### src/rtl/pic_pkg.sv
/*
  Constants, register map and carrier types of the prioritised interrupt
  controller. Assumes a 32-bit APB slave with a 12-bit byte address.
*/
package pic_pkg;

  // ==========================================================
  // Sizes
  localparam int NUM_MSK = 50;          // maskable sources
  localparam int NUM_EXT = 8;           // general external pins
  localparam int NUM_PER = 42;          // on-chip module requests
  localparam int NUM_GRP = 20;          // priority fields
  localparam int NUM_PRIO_REG = 10;     // registers holding two fields
  localparam int ADDR_W = 12;

  // ==========================================================
  // Register offsets (byte addresses)
  localparam logic [11:0] OFS_SYSCTL = 12'h000;
  localparam logic [11:0] OFS_STATUS = 12'h004;
  localparam logic [11:0] OFS_MASK = 12'h008;
  localparam logic [11:0] OFS_CURRENT = 12'h00C;
  localparam logic [11:0] OFS_PRIO_BASE = 12'h010;

  // Field positions
  localparam int MODE_LO_POS = 0;       // int_mode_sel_lo
  localparam int MODE_HI_POS = 1;       // int_mode_sel_hi
  localparam int PRIO_HI_POS = 4;       // even group field
  localparam int PRIO_LO_POS = 0;       // odd group field
  localparam int STS_ACK = 0;           // core took a request
  localparam int STS_BADMODE = 1;       // write of mode 1 or 3 refused
  localparam int STS_NMI = 2;           // core took a non-maskable request
  localparam int STS_W = 3;

  // Reset values
  localparam logic [1:0] MODE_RST = 2'h0;
  localparam logic [2:0] PRIO_RST = 3'h7;
  localparam logic [2:0] STS_RST = 3'h0;
  localparam logic [2:0] MASK_RST = 3'h0;

  // ==========================================================
  // Modes
  typedef enum logic [1:0] {
    PIC_MODE0 = 2'h0,
    PIC_MODE1 = 2'h1,
    PIC_MODE2 = 2'h2,
    PIC_MODE3 = 2'h3
  } pic_mode_t;

  // ==========================================================
  // Vectors, ascending with source index
  localparam logic [6:0] VEC_NMI = 7'h07;
  localparam logic [6:0] SRC_VEC [NUM_MSK] = '{
    7'h10, 7'h11, 7'h12, 7'h13, 7'h14, 7'h15, 7'h16, 7'h17,
    7'h18, 7'h19, 7'h1A, 7'h1C,
    7'h20, 7'h21, 7'h22, 7'h23, 7'h24,
    7'h28, 7'h29, 7'h2A, 7'h2B, 7'h2C, 7'h2D, 7'h2E, 7'h2F,
    7'h30, 7'h31, 7'h32, 7'h33, 7'h34,
    7'h38, 7'h39, 7'h3A, 7'h3B, 7'h3C, 7'h3D, 7'h3E, 7'h3F,
    7'h48, 7'h49, 7'h4A, 7'h4B,
    7'h50, 7'h51, 7'h52, 7'h53, 7'h54, 7'h55, 7'h56, 7'h57
  };

  // Priority field that governs each source
  localparam logic [4:0] SRC_GRP [NUM_MSK] = '{
    5'h00, 5'h01, 5'h02, 5'h02, 5'h03, 5'h03, 5'h04, 5'h04,
    5'h05, 5'h06, 5'h07, 5'h09,
    5'h0A, 5'h0A, 5'h0A, 5'h0A, 5'h0A,
    5'h0B, 5'h0B, 5'h0B, 5'h0B, 5'h0C, 5'h0C, 5'h0C, 5'h0C,
    5'h0D, 5'h0D, 5'h0D, 5'h0D, 5'h0D,
    5'h0E, 5'h0E, 5'h0E, 5'h0E, 5'h0F, 5'h0F, 5'h0F, 5'h0F,
    5'h10, 5'h10, 5'h10, 5'h10,
    5'h11, 5'h11, 5'h11, 5'h11, 5'h12, 5'h12, 5'h12, 5'h12
  };

  // ==========================================================
  // Carriers
  typedef struct packed {
    logic ccr_mask;                     // global mask bit
    logic [2:0] mask_level;             // mask_level_field
    logic adv_mode;                     // core in advanced mode
    logic ack;                          // core accepted grant
  } pic_core_t;

  typedef struct packed {
    logic req;
    logic nmi;
    logic [6:0] vec;
    logic [2:0] level;
    logic [15:0] addr;
  } pic_grant_t;

endpackage

### src/rtl/pic_ctrl.sv
/*
  Prioritised interrupt controller: 51 sources, mode 0 single mask bit
  or mode 2 eight-level masking, registered grant to the processor core,
  APB register slave and a summary interrupt of its own events.
  Assumes on-chip requests are levels on pclk, held until serviced;
  pin requests are asynchronous and synchronised here.
*/
// Functional notes
// - Fifty-one sources: nine pin requests and forty-two on-chip requests.
// - Every source has its own vector; NMI 7, pins 16 to 23.
// - Vector address is vector times two normal, times four advanced.
// - Two-bit mode field: 00 selects mode 0, 10 selects mode 2.
// - Mode field values 01 and 11 cannot be set.
// - Mode 0: global mask bit 1 blocks pin and module requests.
// - Mode 2: requests masked by comparing level with mask level.
// - Priority fields give eight levels for request groups.
// - NMI is highest priority and always accepted.
// - Transfer controller activation end uses vector 24.
// - Watchdog 25, refresh compare-match 26, conversion end 28.
// - Timer channel 0: four capture/match, one overflow, vectors 32-36.
// - Timer channels 1 and 2 use vectors 40 to 47.
// - Timer channel 3 vectors 48-52; channels 4 and 5 use 56-63.
// - DMA transfer ends 0A, 0B, 1A, 1B use vectors 72-75.
// - Serial channels: error, rx, tx empty, tx end; 80-87.
module pic_ctrl
  import pic_pkg::*;
(
  input wire logic pclk,                          // APB clock
  input wire logic presetn,                       // async reset, low
  input wire logic ce,                            // clock enable
  input wire logic psel,                          // APB select
  input wire logic penable,                       // APB enable
  input wire logic pwrite,                        // APB direction
  input wire logic [pic_pkg::ADDR_W-1:0] paddr,   // APB address
  input wire logic [31:0] pwdata,                 // APB write data
  output logic [31:0] prdata,                     // APB read data
  output logic pready,                            // APB ready
  output logic pslverr,                           // APB error
  input wire logic nmi_pin,                       // non-maskable pin
  input wire logic [pic_pkg::NUM_EXT-1:0] external_request_lines, // pins
  input wire logic [pic_pkg::NUM_PER-1:0] periph_req, // module requests
  input wire pic_pkg::pic_core_t core,            // core mask state
  output pic_pkg::pic_grant_t grant,              // request to core
  output logic irq                                // own event interrupt
);
  import pic_pkg::*;

  // ==========================================================
  // State
  typedef struct packed {
    logic [1:0] nmi_sync;
    logic [1:0][NUM_EXT-1:0] ext_sync;
    logic [1:0] mode;
    logic [NUM_GRP-1:0][2:0] prio;
    logic [STS_W-1:0] sts;
    logic [STS_W-1:0] msk;
    logic [31:0] prdata;
    pic_grant_t grant;
  } pic_state_t;

  pic_state_t st_r;
  pic_state_t st_nxt;

  // ==========================================================
  // Address decode shared by read and write paths
  function automatic logic [4:0] prio_reg(input logic [ADDR_W-1:0] a);
    logic [ADDR_W-1:0] off;
    off = a - OFS_PRIO_BASE;
    if (a >= OFS_PRIO_BASE && off[1:0] == 2'h0 &&
        off[ADDR_W-1:2] < (ADDR_W-2)'(NUM_PRIO_REG)) begin
      prio_reg = {1'b1, off[5:2]};
    end else begin
      prio_reg = 5'h00;
    end
  endfunction

  function automatic logic is_mapped(input logic [ADDR_W-1:0] a);
    logic [4:0] sel;
    sel = prio_reg(a);
    is_mapped = (a == OFS_SYSCTL) || (a == OFS_STATUS) ||
                (a == OFS_MASK) || (a == OFS_CURRENT) || sel[4];
  endfunction

  // ==========================================================
  // Source vector: pins first, then modules in vector order
  logic [NUM_MSK-1:0] src_req;
  logic [NUM_MSK-1:0][2:0] src_lvl;

  assign src_req = {periph_req, st_r.ext_sync[1]};

  genvar gi;
  generate
    for (gi = 0; gi < NUM_MSK; gi++) begin : g_lvl
      assign src_lvl[gi] = st_r.prio[SRC_GRP[gi]];
    end
  endgenerate

  // ==========================================================
  // Arbitration
  logic found;
  logic [5:0] win_idx;
  logic [2:0] win_lvl;
  logic [6:0] win_vec;
  logic elig;

  always_comb begin
    found = 1'b0;
    win_idx = 6'h00;
    win_lvl = 3'h0;
    elig = 1'b0;
    for (int i = 0; i < NUM_MSK; i++) begin
      if (st_r.mode == PIC_MODE2) begin
        elig = src_req[i] && (src_lvl[i] > core.mask_level);
      end else begin
        elig = src_req[i] && !core.ccr_mask;
      end
      // Strict compare keeps the earlier, lower vector on a tie
      if (elig && (!found || (st_r.mode == PIC_MODE2 &&
          src_lvl[i] > win_lvl))) begin
        found = 1'b1;
        win_idx = 6'(i);
        win_lvl = (st_r.mode == PIC_MODE2) ? src_lvl[i] : 3'h0;
      end
    end
    win_vec = SRC_VEC[win_idx];
  end

  // ==========================================================
  // APB
  logic setup;
  logic wr_fire;
  logic [4:0] rsel;
  logic [4:0] wsel;
  logic [STS_W-1:0] sts_set;
  logic [STS_W-1:0] sts_clr;
  logic [6:0] gnt_vec;

  assign setup = psel && !penable;
  assign pready = ce;
  assign pslverr = psel && penable && !is_mapped(paddr);
  assign wr_fire = psel && penable && pwrite && ce && is_mapped(paddr);
  assign rsel = prio_reg(paddr);
  assign wsel = prio_reg(paddr);

  always_comb begin
    st_nxt = st_r;
    sts_set = '0;
    sts_clr = '0;
    gnt_vec = 7'h00;

    // Pin synchronisers; stage 0 feeds stage 1 only
    st_nxt.nmi_sync = {st_r.nmi_sync[0], nmi_pin};
    st_nxt.ext_sync[1] = st_r.ext_sync[0];
    st_nxt.ext_sync[0] = external_request_lines;

    // Grant to the core
    if (st_r.nmi_sync[1]) begin
      // Overrides mode, mask bit and mask level alike
      gnt_vec = VEC_NMI;
      st_nxt.grant.req = 1'b1;
      st_nxt.grant.nmi = 1'b1;
      st_nxt.grant.level = 3'h7;
    end else begin
      gnt_vec = win_vec;
      st_nxt.grant.req = found;
      st_nxt.grant.nmi = 1'b0;
      st_nxt.grant.level = win_lvl;
    end
    if (!st_nxt.grant.req) begin
      gnt_vec = 7'h00;
    end
    st_nxt.grant.vec = gnt_vec;
    if (core.adv_mode) begin
      st_nxt.grant.addr = {7'h00, gnt_vec, 2'h0};
    end else begin
      st_nxt.grant.addr = {8'h00, gnt_vec, 1'h0};
    end

    // Own events
    sts_set[STS_ACK] = core.ack && st_r.grant.req;
    sts_set[STS_NMI] = core.ack && st_r.grant.nmi;

    // Read data captured in the setup cycle
    if (setup) begin
      st_nxt.prdata = 32'h0000_0000;
      case (paddr)
        OFS_SYSCTL: st_nxt.prdata[1:0] = st_r.mode;
        OFS_STATUS: st_nxt.prdata[STS_W-1:0] = st_r.sts;
        OFS_MASK: st_nxt.prdata[STS_W-1:0] = st_r.msk;
        OFS_CURRENT: st_nxt.prdata[13:0] = {st_r.grant.req,
          st_r.grant.nmi, st_r.grant.level, st_r.grant.vec, 2'h0};
        default: begin
          if (rsel[4]) begin
            st_nxt.prdata[PRIO_HI_POS +: 3] = st_r.prio[{rsel[3:0], 1'b0}];
            st_nxt.prdata[PRIO_LO_POS +: 3] = st_r.prio[{rsel[3:0], 1'b1}];
          end
        end
      endcase
    end

    // Writes take effect on the completing access edge
    if (wr_fire) begin
      case (paddr)
        OFS_SYSCTL: begin
          if (pwdata[MODE_LO_POS] == 1'b0) begin
            st_nxt.mode = {pwdata[MODE_HI_POS], 1'b0};
          end else begin
            sts_set[STS_BADMODE] = 1'b1;
          end
        end
        OFS_STATUS: sts_clr = pwdata[STS_W-1:0];
        OFS_MASK: st_nxt.msk = pwdata[STS_W-1:0];
        OFS_CURRENT: begin
          // Read-only view of the grant
        end
        default: begin
          if (wsel[4]) begin
            st_nxt.prio[{wsel[3:0], 1'b0}] = pwdata[PRIO_HI_POS +: 3];
            st_nxt.prio[{wsel[3:0], 1'b1}] = pwdata[PRIO_LO_POS +: 3];
          end
        end
      endcase
    end

    // A new event beats a clear in the same cycle
    st_nxt.sts = (st_r.sts & ~sts_clr) | sts_set;
  end

  // ==========================================================
  // Registers
  always_ff @(posedge pclk or negedge presetn) begin
    if (!presetn) begin
      st_r.nmi_sync <= 2'h0;
      st_r.ext_sync <= '0;
      st_r.mode <= MODE_RST;
      st_r.prio <= {NUM_GRP{PRIO_RST}};
      st_r.sts <= STS_RST;
      st_r.msk <= MASK_RST;
      st_r.prdata <= 32'h0000_0000;
      st_r.grant <= '0;
    end else if (ce) begin
      st_r <= st_nxt;
    end
  end

  assign prdata = st_r.prdata;
  assign grant = st_r.grant;
  assign irq = |(st_r.sts & st_r.msk);

endmodule

### config.mk
export PLATFORM = sky130hd
export DESIGN_NAME = pic_ctrl
export DESIGN_NICKNAME = d
export VERILOG_FILES = /design/src/rtl/pic_pkg.sv /design/src/rtl/pic_ctrl.sv
export SDC_FILE = /design/constraint.sdc
export NUM_CORES = 1
export LEC_CHECK = 0
export BUFFER_PORTS_ARGS = -buffer_cell sky130_fd_sc_hd__buf_2
export CAP_MARGIN = 20
export CELL_PAD_IN_SITES_DETAIL_PLACEMENT = 1
export CELL_PAD_IN_SITES_GLOBAL_PLACEMENT = 2
export CORE_MARGIN = 5
export CORE_UTILIZATION = 25
export CTS_BUF_LIST = sky130_fd_sc_hd__clkbuf_4
export DETAILED_ROUTE_END_ITERATION = 7
export HOLD_SLACK_MARGIN = 0.06
export PLACE_DENSITY = 0.62
export SLEW_MARGIN = 40
export SYNTH_ARGS = -nofsm -noshare
export SYNTH_HDL_FRONTEND = slang
export SYNTH_SLANG_ARGS = --single-unit
### constraint.sdc
create_clock -name pclk -period 89.1 [get_ports pclk]
set_input_delay 4.455 -clock pclk [delete_from_list [all_inputs] [get_ports pclk]]
set_output_delay 4.455 -clock pclk [all_outputs]
set_load 0.01 [all_outputs]
**Word level (Yosys, flattened, before mapping)**

Memories as Yosys holds them, arrays and structs flattened.
Cells that the tools add are included.

- Flip-flop bits (word level): 127
- Memory bits (read-only): 448
- Input port bits: 107
- Output and inout bits: 63
- Word-level logic and storage cells: 689
- Memories: 1

Memories:

| memory | depth | width | rd ports | clocked after Yosys merged registers in | write ports | RTL line | RTL |
|---|---|---|---|---|---|---|---|
| (name not given) | 64 | 7 | 1 | 0 | 0 | pic_ctrl.sv:125 | `win_vec = SRC_VEC[win_idx];` |

- $add $sub $neg: 1
- Order comparisons: 74
- Eq/ne operators: 3
- Mux-type cells: 247
- Bitwise operators: 7
- Reduce and logical (&&, ||, !) cells: 324

Operators by type and width:

| kind | count |
|---|---|
| $mux W6 | 48 |
| $mux W3 | 77 |
| $logic_and A1 B1 Y1 | 210 |
| $gt A3 B3 Y1 | 67 |
| $bwmux W60 | 2 |
| $mux W1 | 105 |
| $logic_or A1 B1 Y1 | 53 |
| $logic_not A1 Y1 | 52 |
| $mux W7 | 5 |
| $bmux W3 S4 | 2 |
| $demux W3 S4 | 2 |
| $eq A12 B4 Y1 const B | 2 |
| $eq A12 B3 Y1 const B | 1 |
| $ge A12 B5 Y1 const B | 1 |
| $logic_not A12 Y1 | 1 |
| $lt A5 B6 Y1 const B | 2 |
| $sub A12 B5 Y12 const B | 1 |
| $ge A5 B1 Y1 const B | 2 |
| $lt A10 B4 Y1 const B | 1 |
| $mux W9 | 1 |
| $pmux W2 S4 | 1 |
| $reduce_and A4 Y1 | 2 |
| $ge A7 B7 Y1 const B | 1 |
| $not A6 Y7 | 1 |
| other kinds (13) | 16 |

**Logic depth before layout (Yosys ltp)**

- Depth in word-level cells: 256
- Gate-level depth with buffers: 409

**Least setup slack after synthesis**

Ideal clock, no wire load.

- Path kind: input to register
- Start point: input core[3] (netlist bit)
- End point: register grant[4] (netlist name)
- Setup time: 0.149 ns
- Arrival: 79.767 ns
- Slack: 9.184 ns
- Stages: 387
- Path buffers: 8
- Cell sequence: inv_1 -> ha_1 -> nor2b_1 -> o311a_1 -> and2_1 -> nand2_1 -> ha_1 -> nor2b_1 -> o21ai_0 -> a21oi_1 -> o21ai_2 -> mux2_2 -> ha_1 -> nor2b_1 -> o21a_1 -> o2111ai_1 -> o21ai_1 -> nand2_1 -> (+351 left out) -> a21oi_1 -> nor2_1 -> nor2_1 -> mux2i_1 -> ha_1 -> a21o_1 -> a21oi_1 -> o22ai_1 -> and3_1 -> nor2_1 -> clkbuf_1 -> nand2_1 -> ha_1 -> o211ai_1 -> o2111a_1 -> a211oi_1 -> o41ai_1 -> a221oi_1

- Cells in the longest elaborated chain, start to end: 256

RTL lines:

| element | RTL line | RTL |
|---|---|---|
| from (decl) | pic_ctrl.sv:42 | `input wire pic_pkg::pic_core_t core,` |
| $gt A3 B3 Y1 | pic_ctrl.sv:113 | `elig = src_req[i] && (src_lvl[i] > core.mask_level);` |
| $logic_and A1 B1 Y1 | pic_ctrl.sv:113 |  |
| $mux W1 | pic_ctrl.sv:112 | `if (st_r.mode == PIC_MODE2) begin` |
| $mux W3 | pic_ctrl.sv:118 | `if (elig && (!found \|\| (st_r.mode == PIC_MODE2 &&` |
| $gt A3 B3 Y1 | pic_ctrl.sv:119 | `src_lvl[i] > win_lvl))) begin` |
| $logic_and A1 B1 Y1 | pic_ctrl.sv:118 |  |
| $logic_or A1 B1 Y1 | pic_ctrl.sv:118 |  |
| $logic_and A1 B1 Y1 | pic_ctrl.sv:118 |  |
| (+239 left out) | n/a |  |
| $logic_and A1 B1 Y1 | pic_ctrl.sv:118 |  |
| $mux W6 | pic_ctrl.sv:118 |  |
| $not A6 Y7 (not written as such) | pic_ctrl.sv:125 |  |
| $mem_v2 Z64 W7 | n/a |  |
| $mux W7 (not written as such) (2 in a row) | pic_ctrl.sv:125 |  |
| $mux W7 | pic_ctrl.sv:157 | `if (st_r.nmi_sync[1]) begin` |
| $mux W7 (*) | pic_ctrl.sv:169 | `if (!st_nxt.grant.req) begin` |
| $mux W9 (*) | pic_ctrl.sv:173 | `if (core.adv_mode) begin` |

Mark *: on every way between the ends. The rest lies on a longest branch, timed or not. The select of a mux whose other input is x is not followed.
A chain may end at the register's enable or synchronous reset.

**Final worst setup path**

- Start point: input core[3] (netlist bit)
- End point: register grant[2] (netlist name)

- Cells in the longest elaborated chain, start to end: 256

RTL lines:

| element | RTL line |
|---|---|
| $gt A3 B3 Y1 | pic_ctrl.sv:113 |
| $logic_and A1 B1 Y1 | pic_ctrl.sv:113 |
| $mux W1 | pic_ctrl.sv:112 |
| $mux W3 | pic_ctrl.sv:118 |
| $gt A3 B3 Y1 | pic_ctrl.sv:119 |
| $logic_and A1 B1 Y1 | pic_ctrl.sv:118 |
| $logic_or A1 B1 Y1 | pic_ctrl.sv:118 |
| $logic_and A1 B1 Y1 | pic_ctrl.sv:118 |
| (+239 left out) | n/a |
| $logic_and A1 B1 Y1 | pic_ctrl.sv:118 |
| $mux W6 | pic_ctrl.sv:118 |
| $not A6 Y7 (not written as such) | pic_ctrl.sv:125 |
| $mem_v2 Z64 W7 | n/a |
| $mux W7 (not written as such) (2 in a row) | pic_ctrl.sv:125 |
| $mux W7 | pic_ctrl.sv:157 |
| $mux W7 (*) | pic_ctrl.sv:169 |
| $mux W9 (*) | pic_ctrl.sv:173 |

Marked as above.

==> metrics.yaml <==
cts_hold_buf: 0
antenna_found_initial: 6
hold_ws_ps: 486
clk_pin_slew_ps: 120
cts_sinks: 119
core_area_um2: 67000
setup_violations: 0
fin_crit_ps: 84230
synth_flop_cell: "dfstp_2"
clk_latency_ps: 570
slew_viol_final: 0
path_class: "input pin to flop"
wl_per_cell_um: 20.0
grt_overflow: 0
cts_tree: "done"
cp.arrival_ps: 84690
port_buffers: 117
avgSynthCellArea_um2: 7.75
post-place-ws_ps: 653
max-slew-margin-rel: 0.453
synth_common_cells: "243 x nand2_1, 221 x nor2_1, 137 x ha_1, 131 x a21oi_1, 130 x o21ai_0"
fillers: 8218
grt_pass1_vias: 18300
synth_most_common_cell: "nand2_1"
row_count: 95
synth_cells: 2178
grt_pass1_wl_mm: 102
gp_congestion: 0.820
numCtsBuffers: 17
drive_gt1_frac: 0.269
drt_iter0_drc: 681
startpoint_type: "input pin"
status: "finished clean"
min_from: "prdata[1]"
die_h_um: 270
min_path_type: "flop to flop"
ant_nets: 0
synth_top_cell_area_share: 0.102
netlist_area_um2: 16900
synth_seq_cells: 119
cellPowerDensity_nw_per_um2: 10.0
path_max_fanout: 10
max_cap_viol_count: 0
hold_violations: 0
area_growth_pct: 16.0
synth_area_leaders: "ha_1 10%, dfstp_2 9.3%, dfrtp_1 8.7%, mux2_2 8.4%, nand2_1 5.4%"
cp-end-kind: "flop"
worst_slack_ps: 4870
fmax_mhz: 11.9
nets: 2585
dieArea_um2: 72800
ios: 170
reg2reg_from: "st_r[127]"
clock_skew_ps: 16.4
initial_core_util: 0.252
p_leak_uw: 0.00836
track_usage: 0.169
cp.required_ps: 89570
drcViolationCount: 0
htree_num_levels: 4
root_buffer: "clkbuf_4"
cts_buffer_depth: 2
crit_top_cell: "ha_1"
crit_slowest_cell: "or4_1"
viasPerCell: 5.43
ys_async_sr_fraction: 1.00
grt_max_degree: 72
synth_cell_types: 124
die_x_um: 270
max_slew.worst_pin.slew_ps: 814
r2r_slack_ps: 8550
period_share: 0.945
peakVddDrop_mv: 0.00569
crit_start: "core[3]"
slowest_delay_ps: 560
synth_edf_count: 0
dr.pass1.iters: 5
vias: 17500
dpl.hpwl_mm: 51.3
wl_mm: 64.8
ys_warn_count: 0
synth_largest_area_cell: "ha_1"
ys_seq_area_frac: 0.181
## repair_timing
| action | in CTS | in global routing |
|---|---|---|
| endpoints found under the setup margin | 0 | 18 |
| buffers inserted | 0 | 18 |
| resized for setup | 0 | 69 |
## cell type report
cell class | count | area, um^2 | area share
Multi-Input combinational cell | 1854 | 13100 | 0.669
Sequential cell | 119 | 3060 | 0.156
Timing Repair Buffer | 263 | 1720 | 0.0876
Tap cell | 873 | 1090 | 0.0558
Inverter | 86 | 327 | 0.0167
Clock inverter | 15 | 161 | 0.00824
Clock buffer | 17 | 128 | 0.00652
Antenna cell | 4 | 10.0 | 0.000511
## critical path, delay by kind of cell
family                   cells  cell delay (ps)
adder cells (fa/ha/maj)     50            14180
buffers and inverters       16             2020
multiplexers                45            14840
AND/OR/NAND/NOR            138            22930
AO/OA/AOI/OAI              139            26160
## metrics by stage
stage                util  TNS [ps]  cell area (um^2)  instances  power [uW]
CTS                 0.286         0             19200       3209         196
finish              0.292         0             19600       3231         197
detailed placement  0.282         0             18900       3177         154
global route        0.292      -941             19600       3230         212
floorplan               -         0             17000       2203         121
global placement    0.281         0             18800       3175         152
## where the power goes
part,internal (uW),switching [uW]
sequential,57.8,3.39
combinational,40.3,54.3
clock,18.9,21.9
## sequential cells by signal, summed over array words and instances, names as in the netlist
register  flops
src_lvl      54
grant        20
prdata       14
st_r         14
st_nxt        9
src_req       8
## final timing paths
check,end,cells after the start
max in group asynchronous,src_lvl[75],2
min reg2reg,prdata[1],2
max,grant[2],388
min,prdata[1],2
max reg2reg,grant[2],384
min in group asynchronous,st_nxt[142],1
## metal layers
metal	part of all wire	global-route usage	routed length (um)
met1	0.47	0.223	30500
met2	0.50	0.305	32100
met3	0.018	0.0149	1190
met4	0.015	0.0314	942
met5	0.00032	0	21
## placed cells by master (no fill, tap or decap), types with 26 or more instances in the layout
master / Yosys / final
dfstp_2: 60 / 60
conb_1: 1 / 26
buf_4: 63 / 144
mux2_2: 126 / 126
inv_1: 84 / 83
nor2b_1: 30 / 29
a21o_1: 41 / 40
a31oi_1: 36 / 36
ha_1: 137 / 137
nor3_1: 39 / 35
dfrtp_1: 59 / 58
nor2_1: 221 / 205
a21oi_1: 131 / 125
o21ai_0: 130 / 123
buf_2: 6 / 116
nand3_1: 80 / 79
and2_1: 38 / 37
nand2_1: 243 / 242
## kinds of logic after synthesis
logic type	count (synthesis)	synth area share
XOR/XNOR	1	0.000519
buffers and inverters	230	0.0660
other	1	0.000222
AO/OA/AOI/OAI	710	0.306
flip-flops	119	0.181
adder cells (fa/ha/maj)	138	0.102
AND/OR/NAND/NOR	812	0.231
multiplexers	167	0.113
No activity file was read; power rests on OpenSTA's default activity.
